--- src/core/rfat_pkg.sv ---
package rfat_pkg;

    // Register port geometry
    localparam int DW = 32;
    localparam int AW = 3;

    // Register indices
    localparam logic [2:0] IDX_MODE = 3'h0;
    localparam logic [2:0] IDX_EVT = 3'h1;
    localparam logic [2:0] IDX_CAP = 3'h2;
    localparam logic [2:0] IDX_WEVT = 3'h3;
    localparam logic [2:0] IDX_SCR = 3'h4;

    // Field geometry
    localparam int FW = 8;
    localparam int CTRL_LSB = 0;
    localparam int STAT_LSB = 8;
    localparam int WO_LSB = 16;
    localparam int WRZ_LSB = 24;
    localparam int W1C_LSB = 0;
    localparam int ZCLR_LSB = 8;
    localparam int ACLR_LSB = 16;
    localparam int READ_ZERO_LSB = 24;
    localparam int READ_ZERO_W = 4;
    localparam int IGNORED_LSB = 28;
    localparam int IGNORED_W = 4;
    localparam int RC_W = 16;

    // Values after reset
    localparam logic [7:0] CTRL_RST = 8'h01;
    localparam logic [7:0] WO_RST = 8'h00;
    localparam logic [7:0] WRZ_RST = 8'h00;
    localparam logic [7:0] STAT_RST = 8'h00;
    localparam logic [7:0] CLR_RST = 8'h00;
    localparam logic [15:0] RC_RST = 16'h0000;

    // Clear-on-write flavours
    typedef enum {
        CLR_ONE,
        CLR_ZERO,
        CLR_ANY
    } rfat_clr_e;

endpackage

--- src/core/rfat_clr_bits.sv ---
`timescale 1ns/1ps
module rfat_clr_bits #(
    parameter rfat_pkg::rfat_clr_e MODE = rfat_pkg::CLR_ONE
) (
    input wire logic ref_clk,
    input wire logic rstn,
    input wire logic clr_wr,
    input wire logic [7:0] wdata,
    input wire logic [7:0] hw_set,
    output logic [7:0] bits_q
);

    logic [7:0] clr_mask;
    logic [7:0] bits_d;

    // Clear mask per flavour
    always_comb begin
        case (MODE)
            rfat_pkg::CLR_ONE: clr_mask = wdata;
            rfat_pkg::CLR_ZERO: clr_mask = ~wdata;
            rfat_pkg::CLR_ANY: clr_mask = 8'hFF;
            default: clr_mask = 8'h00;
        endcase
        if (!clr_wr) begin
            clr_mask = 8'h00;
        end
        bits_d = (bits_q & ~clr_mask) | hw_set;
    end

    always_ff @(posedge ref_clk) begin
        if (!rstn) begin
            bits_q <= rfat_pkg::CLR_RST;
        end else begin
            bits_q <= bits_d;
        end
    end

endmodule

--- src/core/rfat_rc_field.sv ---
`timescale 1ns/1ps
module rfat_rc_field (
    input wire logic ref_clk,
    input wire logic rstn,
    input wire logic sw_read,
    input wire logic hw_load,
    input wire logic [15:0] hw_data,
    output logic hw_ready,
    output logic full_q,
    output logic [15:0] val_q
);

    // Load accepted when empty or while being read
    assign hw_ready = !full_q || sw_read;

    always_ff @(posedge ref_clk) begin
        if (!rstn) begin
            full_q <= 1'b0;
        end else if (hw_load && hw_ready) begin
            full_q <= 1'b1;
        end else if (sw_read) begin
            full_q <= 1'b0;
        end
    end

    always_ff @(posedge ref_clk) begin
        if (!rstn) begin
            val_q <= rfat_pkg::RC_RST;
        end else if (hw_load && hw_ready) begin
            val_q <= hw_data;
        end else if (sw_read) begin
            val_q <= rfat_pkg::RC_RST;
        end
    end

endmodule

--- src/core/rfat_bank.sv ---
// Operation
// - Read-write field returns stored value and takes written value.
// - Read-only field follows hardware; software writes leave it unchanged.
// - Write-only field passes written value to hardware; read value undefined.
// - Write-reads-zero field drives hardware; every software read returns zero.
// - Write-one-to-clear: a one clears the bit, a zero leaves it.
// - Write-zero-to-clear: a zero clears the bit, a one leaves it.
// - Write-any-clears bit cleared by any write to its register.
// - Clear bits readable unless register is write-only, then undefined.
// - Read-to-clear field holds hardware value until read; then reloadable.
// - Reads-as-zero bits always return zero on read.
// - Ignored bits have no write effect; read value undefined.
// - Fields with initial value are loaded at reset; others unset.
`timescale 1ns/1ps
module rfat_bank (
    input wire logic ref_clk,
    input wire logic rstn,
    input wire logic sw_wr,
    input wire logic sw_rd,
    input wire logic [2:0] sw_addr,
    input wire logic [31:0] sw_wdata,
    output logic [31:0] sw_rdata,
    output logic sw_rvalid,
    input wire logic [7:0] hw_status,
    output logic [7:0] ctrl_out,
    output logic [7:0] wo_out,
    output logic [7:0] write_reads_zero_out,
    input wire logic [7:0] hw_w1c_set,
    input wire logic [7:0] hw_write_zero_clears_set,
    input wire logic [7:0] hw_write_any_clears_set,
    input wire logic [7:0] hw_wevt_set,
    output logic [7:0] w1c_bits,
    output logic [7:0] write_zero_clears_bits,
    output logic [7:0] write_any_clears_bits,
    output logic [7:0] wevt_bits,
    input wire logic hw_rc_load,
    input wire logic [15:0] hw_rc_data,
    output logic hw_rc_ready,
    output logic rc_full,
    output logic [31:0] scratch_out
);

    ////////////////////////////////////////////////////////////////////////////
    // Decode

    function automatic logic hit(input logic [2:0] addr, input logic [2:0] idx);
        hit = (addr == idx);
    endfunction

    logic wr_mode;
    logic wr_evt;
    logic wr_wevt;
    logic wr_scr;
    logic rd_cap;

    assign wr_mode = sw_wr && hit(sw_addr, rfat_pkg::IDX_MODE);
    assign wr_evt = sw_wr && hit(sw_addr, rfat_pkg::IDX_EVT);
    assign wr_wevt = sw_wr && hit(sw_addr, rfat_pkg::IDX_WEVT);
    assign wr_scr = sw_wr && hit(sw_addr, rfat_pkg::IDX_SCR);
    assign rd_cap = sw_rd && hit(sw_addr, rfat_pkg::IDX_CAP);

    ////////////////////////////////////////////////////////////////////////////
    // Mixed field register

    logic [7:0] ctrl_q;
    logic [7:0] stat_q;
    logic [7:0] wo_q;
    logic [7:0] wrz_q;

    always_ff @(posedge ref_clk) begin
        if (!rstn) begin
            ctrl_q <= rfat_pkg::CTRL_RST;
        end else if (wr_mode) begin
            ctrl_q <= sw_wdata[rfat_pkg::CTRL_LSB +: rfat_pkg::FW];
        end
    end

    // Hardware owned; no software write path exists
    always_ff @(posedge ref_clk) begin
        if (!rstn) begin
            stat_q <= rfat_pkg::STAT_RST;
        end else begin
            stat_q <= hw_status;
        end
    end

    always_ff @(posedge ref_clk) begin
        if (!rstn) begin
            wo_q <= rfat_pkg::WO_RST;
        end else if (wr_mode) begin
            wo_q <= sw_wdata[rfat_pkg::WO_LSB +: rfat_pkg::FW];
        end
    end

    always_ff @(posedge ref_clk) begin
        if (!rstn) begin
            wrz_q <= rfat_pkg::WRZ_RST;
        end else if (wr_mode) begin
            wrz_q <= sw_wdata[rfat_pkg::WRZ_LSB +: rfat_pkg::FW];
        end
    end

    assign ctrl_out = ctrl_q;
    assign wo_out = wo_q;
    assign write_reads_zero_out = wrz_q;

    ////////////////////////////////////////////////////////////////////////////
    // Clear-on-write bits

    rfat_clr_bits #(.MODE(rfat_pkg::CLR_ONE)) u_w1c (
        .ref_clk(ref_clk),
        .rstn(rstn),
        .clr_wr(wr_evt),
        .wdata(sw_wdata[rfat_pkg::W1C_LSB +: rfat_pkg::FW]),
        .hw_set(hw_w1c_set),
        .bits_q(w1c_bits)
    );

    rfat_clr_bits #(.MODE(rfat_pkg::CLR_ZERO)) u_zero_clr (
        .ref_clk(ref_clk),
        .rstn(rstn),
        .clr_wr(wr_evt),
        .wdata(sw_wdata[rfat_pkg::ZCLR_LSB +: rfat_pkg::FW]),
        .hw_set(hw_write_zero_clears_set),
        .bits_q(write_zero_clears_bits)
    );

    rfat_clr_bits #(.MODE(rfat_pkg::CLR_ANY)) u_any_clr (
        .ref_clk(ref_clk),
        .rstn(rstn),
        .clr_wr(wr_evt),
        .wdata(sw_wdata[rfat_pkg::ACLR_LSB +: rfat_pkg::FW]),
        .hw_set(hw_write_any_clears_set),
        .bits_q(write_any_clears_bits)
    );

    // Write-only register of write-one-to-clear bits
    rfat_clr_bits #(.MODE(rfat_pkg::CLR_ONE)) u_wevt (
        .ref_clk(ref_clk),
        .rstn(rstn),
        .clr_wr(wr_wevt),
        .wdata(sw_wdata[rfat_pkg::W1C_LSB +: rfat_pkg::FW]),
        .hw_set(hw_wevt_set),
        .bits_q(wevt_bits)
    );

    ////////////////////////////////////////////////////////////////////////////
    // Read-to-clear capture

    logic [15:0] rc_val;

    rfat_rc_field u_rc (
        .ref_clk(ref_clk),
        .rstn(rstn),
        .sw_read(rd_cap),
        .hw_load(hw_rc_load),
        .hw_data(hw_rc_data),
        .hw_ready(hw_rc_ready),
        .full_q(rc_full),
        .val_q(rc_val)
    );

    ////////////////////////////////////////////////////////////////////////////
    // Scratch word, no initial value

    logic [31:0] scr_q;

    always_ff @(posedge ref_clk) begin
        if (wr_scr) begin
            scr_q <= sw_wdata;
        end
    end

    assign scratch_out = scr_q;

    ////////////////////////////////////////////////////////////////////////////
    // Read path

    logic [31:0] rdata_d;
    logic [31:0] rdata_q;
    logic rvalid_q;
    logic [2:0] rd_idx_q;

    always_comb begin
        rdata_d = 32'h0000_0000;
        case (sw_addr)
            rfat_pkg::IDX_MODE: begin
                rdata_d[rfat_pkg::CTRL_LSB +: rfat_pkg::FW] = ctrl_q;
                rdata_d[rfat_pkg::STAT_LSB +: rfat_pkg::FW] = stat_q;
                // Write-only and write-reads-zero fields stay zero
            end
            rfat_pkg::IDX_EVT: begin
                rdata_d[rfat_pkg::W1C_LSB +: rfat_pkg::FW] = w1c_bits;
                rdata_d[rfat_pkg::ZCLR_LSB +: rfat_pkg::FW] = write_zero_clears_bits;
                rdata_d[rfat_pkg::ACLR_LSB +: rfat_pkg::FW] = write_any_clears_bits;
                // Upper bits read zero and hold no state
            end
            rfat_pkg::IDX_CAP: begin
                rdata_d[rfat_pkg::RC_W-1:0] = rc_val;
            end
            rfat_pkg::IDX_WEVT: begin
                rdata_d = 32'h0000_0000;
            end
            rfat_pkg::IDX_SCR: begin
                rdata_d = scr_q;
            end
            default: begin
                rdata_d = 32'h0000_0000;
            end
        endcase
    end

    always_ff @(posedge ref_clk) begin
        if (!rstn) begin
            rdata_q <= 32'h0000_0000;
        end else if (sw_rd) begin
            rdata_q <= rdata_d;
        end
    end

    always_ff @(posedge ref_clk) begin
        if (!rstn) begin
            rvalid_q <= 1'b0;
            rd_idx_q <= 3'h0;
        end else begin
            rvalid_q <= sw_rd;
            rd_idx_q <= sw_addr;
        end
    end

    assign sw_rdata = rdata_q;
    assign sw_rvalid = rvalid_q;

    ////////////////////////////////////////////////////////////////////////////
    // Assertions

    a_rw_takes_write: assert property (@(posedge ref_clk) disable iff (!rstn)
        wr_mode |=> ctrl_out == $past(sw_wdata[7:0]))
        else $error("read-write field did not take write");

    a_ro_follows_hw: assert property (@(posedge ref_clk) disable iff (!rstn)
        sw_rvalid && rd_idx_q == rfat_pkg::IDX_MODE && $past(wr_mode) && $past(rstn, 2)
        |-> sw_rdata[15:8] == $past(hw_status, 2))
        else $error("read-only field changed by write");

    a_wo_passes_value: assert property (@(posedge ref_clk) disable iff (!rstn)
        wr_mode ##1 !wr_mode |-> wo_out == $past(sw_wdata[23:16]))
        else $error("write-only field lost value");

    a_wrz_reads_zero: assert property (@(posedge ref_clk) disable iff (!rstn)
        sw_rvalid && rd_idx_q == rfat_pkg::IDX_MODE |-> sw_rdata[31:16] == 16'h0000)
        else $error("write-reads-zero field read nonzero");

    a_w1c_clears: assert property (@(posedge ref_clk) disable iff (!rstn)
        wr_evt |=> w1c_bits == (($past(w1c_bits) & ~$past(sw_wdata[7:0]))
            | $past(hw_w1c_set)))
        else $error("write-one-to-clear wrong");

    a_zero_clr_bits: assert property (@(posedge ref_clk) disable iff (!rstn)
        wr_evt |=> write_zero_clears_bits == (($past(write_zero_clears_bits)
            & $past(sw_wdata[15:8])) | $past(hw_write_zero_clears_set)))
        else $error("write-zero-to-clear wrong");

    a_any_clr_bits: assert property (@(posedge ref_clk) disable iff (!rstn)
        wr_evt |=> write_any_clears_bits == $past(hw_write_any_clears_set))
        else $error("write-any-clears bit not cleared");

    a_wevt_reads_zero: assert property (@(posedge ref_clk) disable iff (!rstn)
        sw_rvalid && rd_idx_q == rfat_pkg::IDX_WEVT |-> sw_rdata == 32'h0000_0000)
        else $error("write-only register read nonzero");

    a_rc_holds: assert property (@(posedge ref_clk) disable iff (!rstn)
        rc_full && !rd_cap |=> rc_full && $stable(rc_val))
        else $error("read-to-clear value changed before read");

    a_unused_reads_zero: assert property (@(posedge ref_clk) disable iff (!rstn)
        sw_rvalid && rd_idx_q == rfat_pkg::IDX_EVT |-> sw_rdata[31:24] == 8'h00)
        else $error("reads-as-zero bits nonzero");

    a_hw_set_wins: assert property (@(posedge ref_clk) disable iff (!rstn)
        wr_evt && (hw_w1c_set != 8'h00) |=> (w1c_bits & $past(hw_w1c_set))
            == $past(hw_w1c_set))
        else $error("hardware set lost to clear");

    a_reset_init: assert property (@(posedge ref_clk)
        $past(!rstn) && rstn |-> ctrl_out == rfat_pkg::CTRL_RST && w1c_bits == 8'h00)
        else $error("initial value not loaded");

    a_rvalid_follows_rd: assert property (@(posedge ref_clk) disable iff (!rstn)
        sw_rd |=> sw_rvalid)
        else $error("read answer missing");

    a_rc_read_clears: assert property (@(posedge ref_clk) disable iff (!rstn)
        rd_cap && !hw_rc_load |=> !rc_full)
        else $error("read-to-clear field not emptied");

    a_rw_holds_value: assert property (@(posedge ref_clk) disable iff (!rstn)
        !wr_mode |=> $stable(ctrl_out))
        else $error("read-write field changed without write");

endmodule

--- config.mk ---
export PLATFORM = sky130hd
export DESIGN_NAME = rfat_bank
export DESIGN_NICKNAME = d
export VERILOG_FILES = /design/src/core/rfat_pkg.sv /design/src/core/rfat_clr_bits.sv /design/src/core/rfat_rc_field.sv /design/src/core/rfat_bank.sv
export SDC_FILE = /design/constraint.sdc
export NUM_CORES = 1
export LEC_CHECK = 0
export ABC_AREA = 1
export BUFFER_PORTS_ARGS = -buffer_cell sky130_fd_sc_hd__buf_2
export CORE_MARGIN = 2
export CORE_UTILIZATION = 50
export DETAILED_ROUTE_END_ITERATION = 7
export GPL_ROUTABILITY_DRIVEN = 0
export PLACE_DENSITY = 0.87
export RECOVER_POWER = 50
export SKIP_CTS_REPAIR_TIMING = 1
export SYNTH_ARGS = -nofsm -noshare
export SYNTH_HDL_FRONTEND = slang
export SYNTH_SLANG_ARGS = --single-unit
--- constraint.sdc ---
create_clock -name ref_clk -period 4.68 [get_ports ref_clk]
set_input_delay 0.234 -clock ref_clk [delete_from_list [all_inputs] [get_ports ref_clk]]
set_output_delay 0.234 -clock ref_clk [all_outputs]
set_load 0.05 [all_outputs]
* Yosys cells after proc, flatten, opt, wreduce, memory -nomap -nowiden *
Cells that the tools add are included.

word-level totals
  register bits after elaboration = 146
  bits of input ports = 96
  output and inout port bits = 123
  word-level logic and storage cells = 51

cells by class
  equality and inequality tests = 4
  mux-type cells = 11
  bitwise operators = 13
  reduce and logical (&&, ||, !) cells = 10

operators with widths
  operator              count
  $pmux W16 S4          1
  $mux W8               5
  $not A8 Y8            5
  $and A8 B8 Y8         4
  $mux W16              2
  $or A8 B8 Y8          4
  $pmux W8 S2           1
  $eq A3 B2 Y1 const B  2
  $logic_and A1 B1 Y1   6
  $eq A3 B1 Y1 const B  1
  $eq A3 B3 Y1 const B  1
  $logic_not A3 Y1      1
  $mux W1               2
  $reduce_bool A2 Y1    1
  $logic_not A1 Y1      1
  $logic_or A1 B1 Y1    1

* Logic depth before layout (Yosys ltp) *
Gate-level depths: netlist of run 1.

  word-level depth = 6
  depth in mapped cells = 9
  mapped depth without buffers = 7

* Modules after synthesis *
From an unflattened synthesis of run 1, not the netlist that was laid out.

unflattened totals
  cells, all modules = 690
  area total of the unflattened synthesis = 5808.1 sq um

by module, submodules not included
  module                      times used  cells each  area each (sq um)  sequential area each (sq um)
  rfat_bank                   1           445         3948.8             2262.2
  rfat_rc_field               1           77          645.6              340.3
  rfat_clr_bits (u_w1c ...)   2           42          305.3              160.2
  rfat_clr_bits (u_zero_clr)  1           50          335.3              160.2
  rfat_clr_bits (u_any_clr)   1           34          267.8              160.2

* Least setup slack after synthesis of run 1 *
No wires, ideal clock.

  kind = in2reg
  from = input sw_addr[0]
  to = register scr_q[0], in the netlist scratch_out[0] (enable)
  setup time = 0.421 ns
  arrival = 1.977 ns
  data required time = 4.259 ns
  setup slack = 2.282 ns
  cell stages on the path = 4
  path buffers = 1
  path through = buf_4 -> nor2_4 -> nand2_1 -> nor2_1

on the way
  cells in the longest elaborated chain, start to end = 2

ends and longest elaborated chain
  item                    line              RTL
  start: declaration      rfat_bank.sv:20   input wire logic [2:0] sw_addr,
  $eq A3 B3 Y1            rfat_bank.sv:47   hit = (addr == idx);
  $logic_and A1 B1 Y1     rfat_bank.sv:59   assign wr_scr = sw_wr && hit(sw_addr, rfat_pkg::IDX_SCR);
  named net wr_scr        rfat_bank.sv:53   logic wr_scr;
  end signal: assignment  rfat_bank.sv:170  scr_q <= sw_wdata;
  end: declaration        rfat_bank.sv:166  logic [31:0] scr_q;

The timed path passes the listed nets, and every way through them passes these cells.
A chain may end at the register's enable or synchronous reset.

* Worst setup path after layout of run 1 *
  from = input rstn
  to = register rdata_q[10], in the netlist sw_rdata[10]

RTL lines
  item                    line              RTL
  start: declaration      rfat_bank.sv:17   input wire logic rstn,
  end signal: assignment  rfat_bank.sv:217  rdata_q <= rdata_d;
  end: declaration        rfat_bank.sv:180  logic [31:0] rdata_q;

No word-level cell between the ends.

==> results of run 1 <==
-- cell usage after synthesis (3+ instances only) --
cell type and instances:
a21oi_1 72, a21oi_2 8, buf_1 4, buf_2 13, buf_4 3, clkbuf_1 24
dfxtp_1 114, edfxtp_1 32, inv_1 53, nand2_1 84, nand3_1 65, nand3_2 8
nand4_1 16, nor2_1 42, o211ai_1 25, o21ai_0 64, o21ai_1 7
-- final cells by class --
type | count | area (um^2) | area share
Sequential cell | 146 | 3243 | 0.4447
Inverter | 57 | 216.5 | 0.02968
Multi-Input combinational cell | 397 | 2042 | 0.2800
Clock buffer | 17 | 425.4 | 0.05834
Tap cell | 143 | 178.9 | 0.02454
Clock inverter | 14 | 117.6 | 0.01613
Timing Repair Buffer | 233 | 1069 | 0.1465
-- worst max path at each step --
stage               start               end  depth (start not counted)
2_1_floorplan  sw_addr[0]    scratch_out[0]                          4
3_3_place_gp   sw_addr[1]       ctrl_out[6]                          6
3_5_place_dp   sw_addr[1]       ctrl_out[3]                          6
4_1_cts        sw_addr[2]       hw_rc_ready                          5
5_1_grt              rstn  u_wevt.bits_q[2]                          5
6_report             rstn      sw_rdata[10]                          5
-- power by group through the flow --
stage               Clock, mW  Combinational (mW)  Sequential, mW
floorplan                   0               0.141            1.57
CTS                      1.27               0.429            1.39
global placement            0               0.420            1.42
detailed placement          0               0.427            1.42
global route             1.32               0.455            1.40
finish                   1.26               0.427            1.39
-- cell families after synthesis --
kind of cell	after synthesis
DFF	146
AOI/OAI and AO/OA	176
and+or+nand+nor	221
buffers and inverters	104
-- flip-flops by register name, summed over array words and instances, names as in the netlist --
name and count:
u_wevt.bits_q 8, wo_out 8, u_rc.full_q 1, write_reads_zero_out 8
u_zero_clr.bits_q 8, sw_rdata 32, scratch_out 32, sw_rvalid 1
u_any_clr.bits_q 8, stat_q 8, u_w1c.bits_q 8, u_rc.val_q 16
ctrl_out 8
-- layer usage --
metal / global-route usage / part of all wire / vias up
met4: 0.1075 / 0.036 / 0
met2: 0.4409 / 0.47 / 313
met3: 0.06725 / 0.082 / 59
li1: - / - / 2623
met5: 0 / 0 / -
met1: 0.3571 / 0.42 / 2546
-- metrics by stage --
step / cells / setup slack, ps
after global routing: 1007 / 1135
after global placement: 963 / 1997
after detailed placement: 963 / 1862
after CTS: 994 / 1922
after floorplan: 647 / 2282
final: 1007 / 1382
-- worst max-delay path: stages --
cell	delay, ps
buf_2	80
clkbuf_1	1480
inv_1	590
clkbuf_2	840
a21oi_1	380
==> impl_metrics.tcl, run 1 <==
set metrics [dict create \
    status "finished with violations" \
    violations "capacitance limit, slew limit" \
    hp-class "input pin to flip-flop" \
    synthXorXnorAreaFrac 0 \
    syn_inst 647 \
    synth_adder_area_share 0 \
    cts_sinks 146 \
    grt_remaining_overflow 0 \
    syn_avg_cell_area_um2 8.847 \
    first_pass_iters 5 \
    synth_top_family_by_area "simple AND/OR/NAND/NOR gates" \
    synth-warning-count 0 \
    io_pins 219 \
    combPwrFrac 0.138 \
    seq_area_frac_synth 0.5666 \
    cp_max_fo 57 \
    pwr-share-clk 0.409 \
    worst-slew-pin-transition_ps 2080 \
    cts_tree "yes" \
    switching_share 0.3055 \
    min_path_cells 3 \
    placed_area_um2 6787 \
    numCtsBuffers 17 \
    final_cell_mix "clkbuf_1, dfxtp_1, buf_2" \
    fmax_mhz 303.2 \
    synth_flop_cell "dfxtp_1" \
    hold_violations 0 \
    p_leak_nw 3.077 \
    drc 0 \
    critPathKind "input pin to flip-flop" \
    synth-edff-count 32 \
    coreArea_um2 11270 \
    vdd_ir_drop_max_v 0.0003621 \
    max-cap-violations 1 \
    final.min_clock_period_ps 3298 \
    dieArea_um2 12320 \
    required_ps 5010 \
    setup_violations 0 \
    rsz0062_at_grt "no" \
    synth_top_cell_by_area "dfxtp_1" \
    clock_path_buffers 2 \
    powerDensity_nw_per_um2 422.7 \
    drtIter0Drc 582 \
    switchingPower_mw 0.9417 \
    die_height_um 111.0 \
    totalWireLength_um 17210 \
    min-delay-start "hw_status[1]" \
    synth.area.top_cells "dfxtp_1, edfxtp_1, a21oi_1" \
    cp-start-kind "input pin" \
    insertedDiodeCount 0 \
    insertion_delay_ps 420 \
    reg2reg_to "u_rc.val_q[2]" \
    final_common_cell "clkbuf_1" \
    num-nets-final 948 \
    p_int_mw 2.141 \
    die_w_um 111.0 \
    finalPower_mw 3.083 \
    grt_max_degree 58 \
    drt-wirelength-per-cell_um 17.09 \
    rr_worst_depth 3 \
    synth_simple_gate_area_frac 0.1854 \
    drive_above_1_share 0.1678 \
    r2r-start "u_rc.full_q" \
    antenna_found_initial 0 \
    synth_compound_area_frac 0.1701 \
    whs_ps 0.1659 \
    area_growth_pct 27.39 \
    grt_pass1_wl_um 26670 \
    critPathArrivalTime_ps 3630 \
    fin_skew_ps 6.954 \
    synthMuxAreaShare 0 \
    slew_violations 51 \
    max_slew_margin -0.3867 \
    rows 39 \
    setup_tns_ps 0 \
    clkTransAtPathRegs_ps 60 \
    dp.final_hpwl_um 11880 \
    numPortBuffers 218 \
    cts_root_buf "clkbuf_16" \
    pwr-share-seq 0.452 \
    grt_use_total 0.2738 \
    htreeDepth 4 \
    yosysTopAreaCellShare 0.3987 \
    min_to "stat_q[1]" \
    start_util 0.5078 \
    syn-cell-area_um2 5724 \
    r2r_slack_ps 3270 \
    ys_seq_elements 146 \
    vias_per_cell 5.502 \
    vias 5541 \
    design_area_um2 7292 \
    synth_cell_types 26 \
    syn_nets 743 \
    period_share 0.7047 \
    endpoint_kind "flip-flop" \
    synthArstFlopShare 0 \
    postRouteAntennaNets 0 \
    n_fill_cell 1004 \
    grt_pass1_vias 5072 \
    postLayoutCoreUtil 0.6469 \
]
(Power assumes the default switching activity.)
==> inputs of run 2 (changes only) <==
Settings changed: CORE_UTILIZATION 50 to 44, PLACE_DENSITY 0.87 to 0.82.
Clock period 4.68 ns to 2.9 ns, I/O delays scaled along.
==> run 2 against run 1 <==
Compared with the run above: the run now ends clean; design area is 12% higher; first-iteration DRC count is 12% higher; wire length is 15% higher; utilization is 0.30 points lower; sequential share of layout area is 4.7 points lower; critical path depth is 2 higher; flip-flop and latch count stayed put; worst hold slack better by 7.2 ps; clock-buffer cell count is 1 higher; global-route usage is 2.9 points lower; highest routed layer unchanged.
==> impl_metrics.tcl, run 2 (same netlist as run 1, synthesis figures left out) <==
set metrics [dict create \
    p_leak_nw 3.481 \
    pwr-share-seq 0.423 \
    combPwrFrac 0.147 \
    n_fill_cell 1060 \
    critPathArrivalTime_ps 2460 \
    fin_skew_ps 10.93 \
    status "complete, no violations" \
    cp-start-kind "input pin" \
    dp.final_hpwl_um 12180 \
    grt_use_total 0.2450 \
    io_pins 219 \
    drive_above_1_share 0.1785 \
    vdd_ir_drop_max_v 0.0006165 \
    dieArea_um2 13940 \
    insertion_delay_ps 430 \
    rows 41 \
    clkTransAtPathRegs_ps 60 \
    clock_path_buffers 2 \
    preCtsSetupSlack_ps 750.8 \
    antenna_found_initial 1 \
    drc 0 \
    start_util 0.4518 \
    coreArea_um2 12670 \
    p_int_mw 3.773 \
    grt_pass1_vias 5024 \
    htreeDepth 4 \
    period_share 0.7273 \
    cp_max_fo 30 \
    rsz0062_at_grt "no" \
    postLayoutCoreUtil 0.6439 \
    setup_violations 0 \
    vias_per_cell 5.378 \
    drt-wirelength-per-cell_um 17.73 \
    hp-class "input pin to flip-flop" \
    setup_tns_ps 0 \
    required_ps 3250 \
    totalWireLength_um 19750 \
    hold_violations 0 \
    multiInputGateArea_um2 2034 \
    grt_remaining_overflow 0 \
    first_pass_iters 5 \
    worst-slew-pin-transition_ps 966.7 \
    num-nets-final 1024 \
    final_cell_mix "clkbuf_1, dfxtp_1, buf_2" \
    cts_root_buf "clkbuf_16" \
    drtIter0Drc 649 \
    postRouteAntennaNets 0 \
    regArea_um2 3243 \
    whs_ps 7.400 \
    powerDensity_nw_per_um2 652.0 \
    switchingPower_mw 1.547 \
    critPathKind "input pin to flip-flop" \
    numPortBuffers 218 \
    slew_violations 0 \
    final.setup.worst_slack_ps 790.9 \
    switching_share 0.2907 \
    numCtsBuffers 17 \
    die_w_um 118.1 \
    max_slew_margin 0.3548 \
    pwr-share-clk 0.430 \
    cts_tree "yes" \
    grt_max_degree 51 \
    final.min_clock_period_ps 2109 \
    vias 5991 \
    grt_pass1_wl_um 26490 \
    fmax_mhz 474.1 \
    max-cap-violations 0 \
    die_height_um 118.1 \
    endpoint_kind "flip-flop" \
    cts_sinks 146 \
    area_growth_pct 42.54 \
]
[run 2: critical path: stages]
cell and delay [ps]:
buf_2 240, nor2_1 680, nand2_1 110, buf_4 230
inv_1 720, o21ai_0 160, a21oi_1 150
[run 2: layout make-up]
cell class              instances  area share
flip-flops and latches        146      0.3975
inverters                      57     0.02653
clock inverters                14     0.02178
multi-input cells             397      0.2493
well taps                     172     0.02638
diodes                          1   0.0003067
repair buffers                309      0.2256
clock buffers                  18     0.05260
[run 2: path summary, 6_finish.rpt]
| path | to | slack [ps] | cells past startpoint | from |
|---|---|---|---|---|
| min reg2reg | sw_rdata[13] | 470 | 2 | sw_rdata[13] |
| max | ctrl_out[2] | 790 | 7 | sw_addr[1] |
| min | u_rc.val_q[7] | 7 | 3 | hw_rc_data[7] |
| max reg2reg | u_rc.val_q[6] | 1540 | 3 | u_rc.full_q |
[run 2: metal layers]
metal	wire length, um	global-route usage
met2	9397	0.3884
met4	774	0.1039
met5	0	0
met1	8042	0.3181
met3	1534	0.06105
[run 2: through the flow]
stage | std cells | cell area [um^2] | power, mW
global placement | 998 | 6868 | 2.972
floorplan | 647 | 5724 | 2.767
detailed placement | 998 | 6868 | 2.981
global route | 1114 | 8159 | 5.463
finish | 1114 | 8159 | 5.320
CTS | 1030 | 7475 | 5.230
[run 2: power groups by stage]
| stage | clock, mW | sequential, mW | combinational, mW |
|---|---|---|---|
| global placement | 0 | 2.28 | 0.688 |
| finish | 2.29 | 2.25 | 0.783 |
| global route | 2.38 | 2.26 | 0.829 |
| detailed placement | 0 | 2.28 | 0.697 |
| floorplan | 0 | 2.54 | 0.227 |
| CTS | 2.29 | 2.24 | 0.700 |
